[config.mk]
export PLATFORM = sky130hd
export DESIGN_NAME = fdp_top
export DESIGN_NICKNAME = d
export VERILOG_FILES = /design/src/fdp_pkg.sv /design/src/fdp_top.sv /design/src/fdp_pulse_timer.sv /design/src/fdp_patch.sv
export SDC_FILE = /design/constraint.sdc
export NUM_CORES = 1
export LEC_CHECK = 0
export BUFFER_PORTS_ARGS = -buffer_cell sky130_fd_sc_hd__clkbuf_2
export CAP_MARGIN = 5
export CORE_MARGIN = 3
export CORE_UTILIZATION = 35
export CTS_CLUSTER_SIZE = 14
export DETAILED_ROUTE_END_ITERATION = 7
export GPL_ROUTABILITY_DRIVEN = 0
export GPL_TIMING_DRIVEN = 0
export HOLD_SLACK_MARGIN = 0.12
export PLACE_DENSITY = 0.58
export SLEW_MARGIN = 5
export SYNTH_ARGS = -nofsm -noshare
export SYNTH_HDL_FRONTEND = slang
export SYNTH_SLANG_ARGS = --single-unit
[constraint.sdc]
create_clock -name i_sys_clk -period 2.3 [get_ports i_sys_clk]
set_input_delay 0.115 -clock i_sys_clk [delete_from_list [all_inputs] [get_ports i_sys_clk]]
set_output_delay 0.115 -clock i_sys_clk [all_outputs]
set_load 0.01 [all_outputs]
[src/fdp_pkg.sv]
package fdp_pkg;

    // special function register addresses
    localparam logic [7:0] ADDR_PAGE_SEL = 8'h00_AE;
    localparam logic [7:0] ADDR_WR_CTRL = 8'h00_AF;
    localparam logic [7:0] ADDR_WR_TIMING = 8'h00_DD;
    localparam logic [7:0] ADDR_SCRATCH = 8'h00_E7;
    localparam logic [7:0] ADDR_PATCH_DATA = 8'h00_B9;
    localparam logic [7:0] ADDR_PATCH_LOW = 8'h00_BA;
    localparam logic [7:0] ADDR_PATCH_HIGH = 8'h00_BB;

    // reset values
    localparam logic [7:0] RST_PAGE_SEL = 8'h00_00;
    localparam logic [7:0] RST_TIMING = 8'h00_0A;
    localparam logic [7:0] RST_BYTE = 8'h00_00;

    // control register fields
    localparam int CTRL_RSVD_BIT = 7;
    localparam int CTRL_PWR_HI = 6;
    localparam int CTRL_PWR_LO = 5;
    localparam int CTRL_ARM_BIT = 4;
    localparam int CTRL_BASE_HI = 3;
    localparam int CTRL_BASE_LO = 0;

    localparam logic [1:0] PWR_ALWAYS_ON = 2'h0;
    localparam logic [1:0] PWR_STBY_IDLE = 2'h1;
    localparam logic [1:0] PWR_STBY_FETCH = 2'h2;

    localparam logic [7:0] BREAK_OPCODE = 8'h00_A5;
    localparam logic [15:0] FDBG_VECTOR = 16'h0033;
    localparam logic [15:0] PATCH_OFF = 16'h0000;

    localparam int PAGE_BYTES = 128;
    localparam int OFS_W = $clog2(PAGE_BYTES);
    localparam logic [OFS_W-1:0] OFS_LAST = OFS_W'(PAGE_BYTES - 1);

    // write pulse length is the timing value times these scales
    localparam logic [7:0] ERASE_SCALE = 8'h00_40;
    localparam logic [7:0] PROG_SCALE = 8'h00_01;

    // stall after a break opcode, 160 ns at 40 ns per cycle
    localparam int CLK_NS = 40;
    localparam int BREAK_STALL_NS = 160;
    localparam logic [3:0] BREAK_STALL_CYC =
        4'((BREAK_STALL_NS + CLK_NS - 1) / CLK_NS);

    typedef struct packed {
        logic wr;
        logic rd;
        logic [7:0] addr;
        logic [7:0] wdata;
    } fdp_sfr_req_t;

    typedef struct packed {
        logic valid;
        logic [15:0] addr;
    } fdp_fetch_t;

endpackage : fdp_pkg

[src/fdp_top.sv]
`timescale 1ns/1ns
`default_nettype none
module fdp_top (
    input wire logic i_sys_clk,
    input wire logic i_resetn,
    input wire fdp_pkg::fdp_sfr_req_t i_sfr,
    output logic [7:0] o_sfr_rdata,
    input wire logic i_core_idle,
    input wire logic i_core_stop,
    input wire fdp_pkg::fdp_fetch_t i_fetch,
    input wire logic [7:0] i_flash_rdata,
    output logic [7:0] o_fetch_data,
    input wire logic i_opcode_exec,
    input wire logic [7:0] i_opcode,
    input wire logic i_reti,
    input wire logic i_instr_done,
    input wire logic i_irq_flag_clr,
    input wire logic i_irq_enable,
    output logic o_irq_flag,
    output logic o_irq_take,
    output logic [15:0] o_irq_vector,
    output logic o_core_stall,
    input wire logic i_page_locked,
    output logic [7:0] o_lock_page,
    output logic [14:0] o_flash_addr,
    output logic [7:0] o_flash_wdata,
    output logic o_flash_erase,
    output logic o_flash_prog,
    output logic o_flash_standby,
    output logic [10:0] o_ram_addr,
    output logic o_ram_rd,
    input wire logic [7:0] i_ram_rdata
);
    ////////////////////////////////////////////////////////////////////////
    typedef enum logic [4:0] {
        ST_IDLE  = 5'b00001,
        ST_ERASE = 5'b00010,
        ST_FETCH = 5'b00100,
        ST_PROG  = 5'b01000,
        ST_DONE  = 5'b10000
    } fdp_state_t;

    fdp_state_t state_r;
    logic [7:0] page_sel_r;
    logic [1:0] pwr_sel_r;
    logic arm_r;
    logic [3:0] base_r;
    logic [7:0] timing_r;
    logic [7:0] scratch_r;
    logic [7:0] patch_data_r;
    logic [15:0] patch_addr_r;
    logic [7:0] rdata_r;
    logic [6:0] ofs_r;
    logic [7:0] wdata_r;
    logic idle_q_r;
    logic flag_r;
    logic inhibit_r;
    logic [3:0] brk_cnt_r;
    logic idle_entry;
    logic start_write;
    logic lock_fail;
    logic brk;
    logic tmr_start;
    logic tmr_busy;
    logic tmr_done;
    logic [7:0] ctrl_rd;
    logic [7:0] tmr_scale;

    ////////////////////////////////////////////////////////////////////////
    // register writes
    always_ff @(posedge i_sys_clk) begin
        if (!i_resetn) begin
            page_sel_r <= fdp_pkg::RST_PAGE_SEL;
            pwr_sel_r <= fdp_pkg::PWR_ALWAYS_ON;
            base_r <= 4'h0;
            timing_r <= fdp_pkg::RST_TIMING;
            scratch_r <= fdp_pkg::RST_BYTE;
            patch_data_r <= fdp_pkg::RST_BYTE;
            patch_addr_r <= fdp_pkg::PATCH_OFF;
        end else if (i_sfr.wr) begin
            unique case (i_sfr.addr)
                fdp_pkg::ADDR_PAGE_SEL: page_sel_r <= i_sfr.wdata;
                fdp_pkg::ADDR_WR_CTRL: begin
                    pwr_sel_r <= i_sfr.wdata[fdp_pkg::CTRL_PWR_HI:
                                             fdp_pkg::CTRL_PWR_LO];
                    base_r <= i_sfr.wdata[fdp_pkg::CTRL_BASE_HI:
                                          fdp_pkg::CTRL_BASE_LO];
                end
                fdp_pkg::ADDR_WR_TIMING: timing_r <= i_sfr.wdata;
                // scratch drives nothing inside the block
                fdp_pkg::ADDR_SCRATCH: scratch_r <= i_sfr.wdata;
                fdp_pkg::ADDR_PATCH_DATA: patch_data_r <= i_sfr.wdata;
                fdp_pkg::ADDR_PATCH_LOW: patch_addr_r[7:0] <= i_sfr.wdata;
                fdp_pkg::ADDR_PATCH_HIGH: patch_addr_r[15:8] <= i_sfr.wdata;
                default: ;
            endcase
        end
    end

    // arm is dropped by hardware at every idle entry, launched or refused, so the next
    // idle entry does not repeat it; a software write in that cycle loses
    always_ff @(posedge i_sys_clk) begin
        if (!i_resetn) begin
            arm_r <= 1'b0;
        end else if (idle_entry) begin
            arm_r <= 1'b0;
        end else if (i_sfr.wr && i_sfr.addr == fdp_pkg::ADDR_WR_CTRL) begin
            arm_r <= i_sfr.wdata[fdp_pkg::CTRL_ARM_BIT];
        end
    end

    ////////////////////////////////////////////////////////////////////////
    // read path, one cycle latency; protection bits have no address
    assign ctrl_rd = {1'b0, pwr_sel_r, arm_r, base_r};

    always_ff @(posedge i_sys_clk) begin
        if (!i_resetn) begin
            rdata_r <= fdp_pkg::RST_BYTE;
        end else if (i_sfr.rd) begin
            unique case (i_sfr.addr)
                fdp_pkg::ADDR_PAGE_SEL: rdata_r <= page_sel_r;
                fdp_pkg::ADDR_WR_CTRL: rdata_r <= ctrl_rd;
                fdp_pkg::ADDR_WR_TIMING: rdata_r <= timing_r;
                fdp_pkg::ADDR_SCRATCH: rdata_r <= scratch_r;
                fdp_pkg::ADDR_PATCH_DATA: rdata_r <= patch_data_r;
                fdp_pkg::ADDR_PATCH_LOW: rdata_r <= patch_addr_r[7:0];
                fdp_pkg::ADDR_PATCH_HIGH: rdata_r <= patch_addr_r[15:8];
                default: rdata_r <= fdp_pkg::RST_BYTE;
            endcase
        end
    end

    assign o_sfr_rdata = rdata_r;

    ////////////////////////////////////////////////////////////////////////
    // page write sequencer
    always_ff @(posedge i_sys_clk) begin
        if (!i_resetn) begin
            idle_q_r <= 1'b0;
        end else begin
            idle_q_r <= i_core_idle;
        end
    end

    assign idle_entry = i_core_idle && !idle_q_r;
    assign start_write = idle_entry && arm_r && !i_page_locked;
    assign lock_fail = idle_entry && arm_r && i_page_locked;
    assign tmr_start = start_write ||
                       (state_r == ST_FETCH);
    assign tmr_scale = (state_r == ST_IDLE) ? fdp_pkg::ERASE_SCALE
                                            : fdp_pkg::PROG_SCALE;

    always_ff @(posedge i_sys_clk) begin
        if (!i_resetn) begin
            state_r <= ST_IDLE;
            ofs_r <= 7'h00;
        end else begin
            unique case (state_r)
                ST_IDLE: begin
                    ofs_r <= 7'h00;
                    if (start_write) begin
                        state_r <= ST_ERASE;
                    end
                end
                ST_ERASE: begin
                    if (tmr_done) begin
                        state_r <= ST_FETCH;
                    end
                end
                ST_FETCH: state_r <= ST_PROG;
                ST_PROG: begin
                    if (tmr_done) begin
                        ofs_r <= ofs_r + 7'h01;
                        state_r <= (ofs_r == fdp_pkg::OFS_LAST) ? ST_DONE
                                                                : ST_FETCH;
                    end
                end
                ST_DONE: state_r <= ST_IDLE;
            endcase
        end
    end

    // RAM data is taken in the same cycle as the read strobe in fetch state
    always_ff @(posedge i_sys_clk) begin
        if (!i_resetn) begin
            wdata_r <= fdp_pkg::RST_BYTE;
        end else if (state_r == ST_FETCH) begin
            wdata_r <= i_ram_rdata;
        end
    end

    fdp_pulse_timer u_timer (
        .i_sys_clk(i_sys_clk),
        .i_resetn(i_resetn),
        .i_start(tmr_start),
        .i_timing(timing_r),
        .i_scale(tmr_scale),
        .o_busy(tmr_busy),
        .o_done(tmr_done)
    );

    assign o_flash_addr = {page_sel_r, ofs_r};
    assign o_lock_page = page_sel_r;
    assign o_flash_wdata = wdata_r;
    assign o_flash_erase = (state_r == ST_ERASE) && tmr_busy;
    assign o_flash_prog = (state_r == ST_PROG) && tmr_busy;
    assign o_ram_addr = {base_r, ofs_r};
    assign o_ram_rd = (state_r == ST_FETCH);

    ////////////////////////////////////////////////////////////////////////
    // flash/debug interrupt flag; a set beats a clear in the same cycle
    assign brk = i_opcode_exec && (i_opcode == fdp_pkg::BREAK_OPCODE);

    always_ff @(posedge i_sys_clk) begin
        if (!i_resetn) begin
            flag_r <= 1'b0;
        end else if (brk || lock_fail || state_r == ST_DONE) begin
            flag_r <= 1'b1;
        end else if (i_irq_flag_clr) begin
            flag_r <= 1'b0;
        end
    end

    always_ff @(posedge i_sys_clk) begin
        if (!i_resetn) begin
            brk_cnt_r <= 4'h0;
        end else if (brk) begin
            brk_cnt_r <= fdp_pkg::BREAK_STALL_CYC;
        end else if (brk_cnt_r != 4'h0) begin
            brk_cnt_r <= brk_cnt_r - 4'h1;
        end
    end

    // after a return the core must retire one instruction first
    always_ff @(posedge i_sys_clk) begin
        if (!i_resetn) begin
            inhibit_r <= 1'b0;
        end else if (i_reti) begin
            inhibit_r <= 1'b1;
        end else if (i_instr_done) begin
            inhibit_r <= 1'b0;
        end
    end

    assign o_irq_flag = flag_r;
    assign o_irq_take = flag_r && i_irq_enable && !inhibit_r;
    assign o_irq_vector = fdp_pkg::FDBG_VECTOR;
    assign o_core_stall = (state_r != ST_IDLE) ||
                          (brk_cnt_r != 4'h0);

    // standby never while the sequencer owns the array
    always_comb begin
        o_flash_standby = 1'b0;
        if (state_r == ST_IDLE) begin
            unique case (pwr_sel_r)
                fdp_pkg::PWR_STBY_IDLE:
                    o_flash_standby = i_core_idle || i_core_stop;
                fdp_pkg::PWR_STBY_FETCH:
                    o_flash_standby = i_core_idle || i_core_stop ||
                                      !i_fetch.valid;
                default: o_flash_standby = 1'b0;
            endcase
        end
    end

    fdp_patch u_patch (
        .i_sys_clk(i_sys_clk),
        .i_resetn(i_resetn),
        .i_fetch(i_fetch),
        .i_flash_rdata(i_flash_rdata),
        .i_patch_address(patch_addr_r),
        .i_patch_data(patch_data_r),
        .o_fetch_data(o_fetch_data)
    );
endmodule : fdp_top
`default_nettype wire

[src/fdp_pulse_timer.sv]
`timescale 1ns/1ns
`default_nettype none
// counts timing value times scale cycles, then pulses o_done
module fdp_pulse_timer (
    input wire logic i_sys_clk,
    input wire logic i_resetn,
    input wire logic i_start,
    input wire logic [7:0] i_timing,
    input wire logic [7:0] i_scale,
    output logic o_busy,
    output logic o_done
);
    logic [15:0] count_r;
    logic busy_r;
    logic [15:0] load;
    logic [15:0] product;

    // zero timing still gives one cycle, never a stuck counter
    assign product = 16'(i_timing) * 16'(i_scale);
    assign load = (product == 16'h0000) ? 16'h0001 : product;

    always_ff @(posedge i_sys_clk) begin
        if (!i_resetn) begin
            count_r <= 16'h0000;
            busy_r <= 1'b0;
        end else if (i_start) begin
            count_r <= load;
            busy_r <= 1'b1;
        end else if (busy_r) begin
            count_r <= count_r - 16'h0001;
            busy_r <= (count_r != 16'h0001);
        end
    end

    assign o_busy = busy_r;
    assign o_done = busy_r && (count_r == 16'h0001);
endmodule : fdp_pulse_timer
`default_nettype wire

[src/fdp_patch.sv]
`timescale 1ns/1ns
`default_nettype none
// program fetch byte replacement, any byte but address zero, opcode or operand
module fdp_patch (
    input wire logic i_sys_clk,
    input wire logic i_resetn,
    input wire fdp_pkg::fdp_fetch_t i_fetch,
    input wire logic [7:0] i_flash_rdata,
    input wire logic [15:0] i_patch_address,
    input wire logic [7:0] i_patch_data,
    output logic [7:0] o_fetch_data
);
    logic hit;
    logic [7:0] data_r;

    assign hit = (i_patch_address != fdp_pkg::PATCH_OFF) &&
                 (i_fetch.addr == i_patch_address);

    always_ff @(posedge i_sys_clk) begin
        if (!i_resetn) begin
            data_r <= fdp_pkg::RST_BYTE;
        end else if (i_fetch.valid) begin
            data_r <= hit ? i_patch_data : i_flash_rdata;
        end
    end

    assign o_fetch_data = data_r;
endmodule : fdp_patch
`default_nettype wire

==> impl_metrics.csv <==
group,metric,value,unit
run_status,outcome,"complete, no violations",
critical_path,worst-setup-path-type,"primary input to register",
sta,period_needed,2.24,ns
sta,clock_skew,0.00730,ns
layout,diodes,0,
cts,h-tree-depth,4,
floorplan,core,16700,um^2
layout,drive_gt1_share,23.7,%
grt,grt_usage,20.9,%
synth,ys.warnings.count,0,
cts,clock_latency,0.42,ns
job,timing.max_cap.violations,0,
floorplan,rows,47,
routing,drc,0,
synth,synth_area,6010,um^2
synth,synthArstFlopShare,0,%
synth,avgSynthCellArea,8.42,um^2
placement,port_buffers,131,
routing,drt_iter0_markers,446,
floorplan,die_w,137,um
synth,synth_seq_cells,115,
pwr,vdd_drop_max,0.481,mV
critical_path,crit_arrival,2.55,ns
floorplan,die_area,18800,um^2
critical_path,required,2.60,ns
cts,tritoncts,"built",
critical_path,critical_path.endpoint_type,"register",
grt,grt-ovfl-total,0,
floorplan,start_util,36.0,%
sta,setup_viol,0,
routing,finalWirelength,19.5,mm
synth,ys_types,66,
routing,vias_per_cell,5.18,
routing,wl_per_cell,17.0,um
layout,final_nets,992,
grt,first_global_vias,5544,
grt,grt_start_max_net_pins,17,
sta,grt_setup_unrepaired,"yes",
placement,dp_hpwl,14.1,mm
cts,cts_sinks,115,
synth,syn_inst,714,
sta,tns,0,ns
critical_path,worst-path-max-fanout,10,
layout,syn_to_final_growth,32.5,%
sta,slew_viol_final,0,
cts,clkTransAtPathRegs,0.05,ns
cts,clockRootBuffer,"clkbuf_16",
layout,layout.area.seq,2300,um^2
synth,synthFlopType,"dfxtp_1",
worst_hold_path,min_path_type,"primary input to register",
synth,synthTopCellsByArea,"dfxtp_1, mux2i_1, nor2_1, buf_4, nand2_1",
pwr,power_density,670,nW/um^2
cts,clk_path_buf_depth,2,
floorplan,fp.dieH,137,um
placement,dp_cells,1082,
synth,synth-edff-count,0,
critical_path,start_kind,"primary input",
critical_path,crit_start,"i_resetn",
routing,ant_nets,0,
critical_path,reg2reg_from,"state_r[4]",
layout,fillers,1669,
routing,first_pass_iters,5,
floorplan,boundaryPins,150,
sta,max_freq,446,MHz
sta,worst_slew_pin_slew,0.772,ns
synth,synth_top_area_share,38.3,%
grt,antenna_found_initial,0,
routing,num_vias,5944,
sta,max-slew-margin-rel,48.0,%
pwr,leakage,3.56,nW
worst_hold_path,hp-start,"i_sfr[2]",
layout,finalNonFillerCells,1147,
cts,cts_buffers,17,
synth,yosysSeqAreaShare,38.3,%
sta,hold_violations,0,
layout,multi_input_comb_area,3340,um^2
synth,yosys.area.top_type,"dfxtp_1",
sta,finalCritPeriodShare,97.5,%
grt,grt_first_pass_wirelength,30.1,mm
registers in the layout, indices dropped and copies added (netlist names):
| register | flops |
|---|---|
| u_timer.o_busy | 1 |
| scratch_r | 8 |
| patch_addr_r | 16 |
| base_r | 4 |
| u_timer.count_r | 16 |
| patch_data_r | 8 |
| inhibit_r | 1 |
| brk_cnt_r | 4 |
| state_r | 5 |
| arm_r | 1 |
| pwr_sel_r | 2 |
| o_flash_wdata | 8 |
| o_sfr_rdata | 8 |
| idle_q_r | 1 |
| u_patch.o_fetch_data | 8 |
| ofs_r | 7 |
| o_lock_page | 8 |
| timing_r | 8 |
| o_irq_flag | 1 |
placed cells by master (no fill, tap or decap), drive strengths merged, types with 9 or more instances in the layout:
| cell type | netlist | routed |
|---|---|---|
| mux2i | 43 | 43 |
| a21oi | 42 | 42 |
| nor4 | 20 | 20 |
| conb | 2 | 19 |
| buf | 37 | 40 |
| a31oi | 13 | 13 |
| o21ai | 31 | 31 |
| nor3 | 12 | 12 |
| a22oi | 9 | 9 |
| dfxtp | 115 | 115 |
| clkbuf | 33 | 185 |
| nand2 | 61 | 61 |
| dlygate4sd3 | 0 | 32 |
| xor2 | 23 | 23 |
| xnor2 | 16 | 16 |
| nor2 | 80 | 80 |
| and3 | 9 | 9 |
| nand3 | 40 | 40 |
| inv | 15 | 15 |
| a211oi | 9 | 9 |
metal layers:
metal	GRT usage (%)	part of all wire, %
met5	0	0
met4	7.37	2.3
met3	5.15	6.4
met2	33.3	46
met1	27.5	46
through the flow:
| step | hold slack (ns) | power [mW] | area [um^2] | utilization, % | setup WS (ns) |
|---|---|---|---|---|---|
| final | 0.140 | 5.34 | 7970 | 47.7 | 0.0570 |
| after global routing | 0.143 | 5.54 | 7970 | 47.7 | -0.111 |
| after CTS | 0.124 | 5.37 | 7950 | 47.6 | 0.0360 |
| after detailed placement | 0.342 | 2.65 | 7010 | 42.0 | -0.499 |
| after global placement | 0.340 | 2.64 | 7010 | 42.0 | -0.489 |
| after floorplan | 0.232 | 2.44 | 6080 | - | 0.0490 |
what timing repair did:
item,in CTS,in global routing
gates resized for setup,5,5
endpoints found under the setup margin,4,14
hold buffers,32,0
buffers inserted,1,0
endpoints found under the hold margin,41,0
cloned,0,0
pin swaps,1,0
synthesized netlist by cell type, drive strengths merged, types with 3 or more instances:
cell type	number
and4	3
nand2	61
dfxtp	115
o21ai	31
nor2	80
o22ai	3
nor3b	5
or3b	3
clkbuf	33
and2	7
xor2	23
a211oi	9
nand4	8
or4	3
nand2b	4
inv	15
a22oi	9
mux2i	43
nand3b	3
buf	37
mux2	6
or3	6
o211ai	3
ha	8
nor3	12
a21oi	42
nor2b	5
nand3	40
and3	9
nor4	20
a31oi	13
a311oi	5
a32o	3
xnor2	16
cells by family (layout without fill, tap and decap cells):
kind of cell | after synthesis | count (layout) | share of synthesized area, %
multiplexers | 49 | 49 | 8.28
XOR/XNOR | 39 | 39 | 5.68
AO/OA/AOI/OAI | 136 | 136 | 14.3
other | 2 | 19 | 0.125
buffers and inverters | 85 | 281 | 7.41
adder cells (fa/ha/maj) | 9 | 9 | 2.00
flip-flops | 115 | 115 | 38.3
AND/OR/NAND/NOR | 279 | 279 | 24.0
where the power goes:
part	total (mW)	switching [mW]	internal (mW)
Sequential	2.08	0.0345	2.04
Clock	2.66	0.937	1.73
Combinational	0.595	0.332	0.263
worst max-delay path, cell delays in order:
cell and delay, ns:
dlygate4sd3_1 0.54, clkbuf_2 0.15, inv_1 0.10, clkbuf_1 0.39, clkbuf_1 0.57, a41oi_1 0.09
dlygate4sd3_1 0.59
path summary, 6_finish.rpt:
path | end | slack (ns) | cells past startpoint
worst max-delay path | o_irq_flag | 0.06 | 7
worst min-delay path | base_r[2] | 0.14 | 3
worst max register to register | u_timer.count_r[5] | 0.12 | 7
worst min register to register | o_flash_wdata[5] | 0.45 | 2
cell type report:
| type | count | area share, % |
|---|---|---|
| multi-input combinational | 531 | 42.0 |
| inverter | 15 | 0.707 |
| clock buffer | 23 | 6.25 |
| sequential | 115 | 28.9 |
| buffer | 70 | 5.10 |
| tap | 220 | 3.46 |
| clock inverter | 9 | 1.27 |
| timing repair buffer | 164 | 12.3 |
No activity file was read; power rests on OpenSTA's default activity.
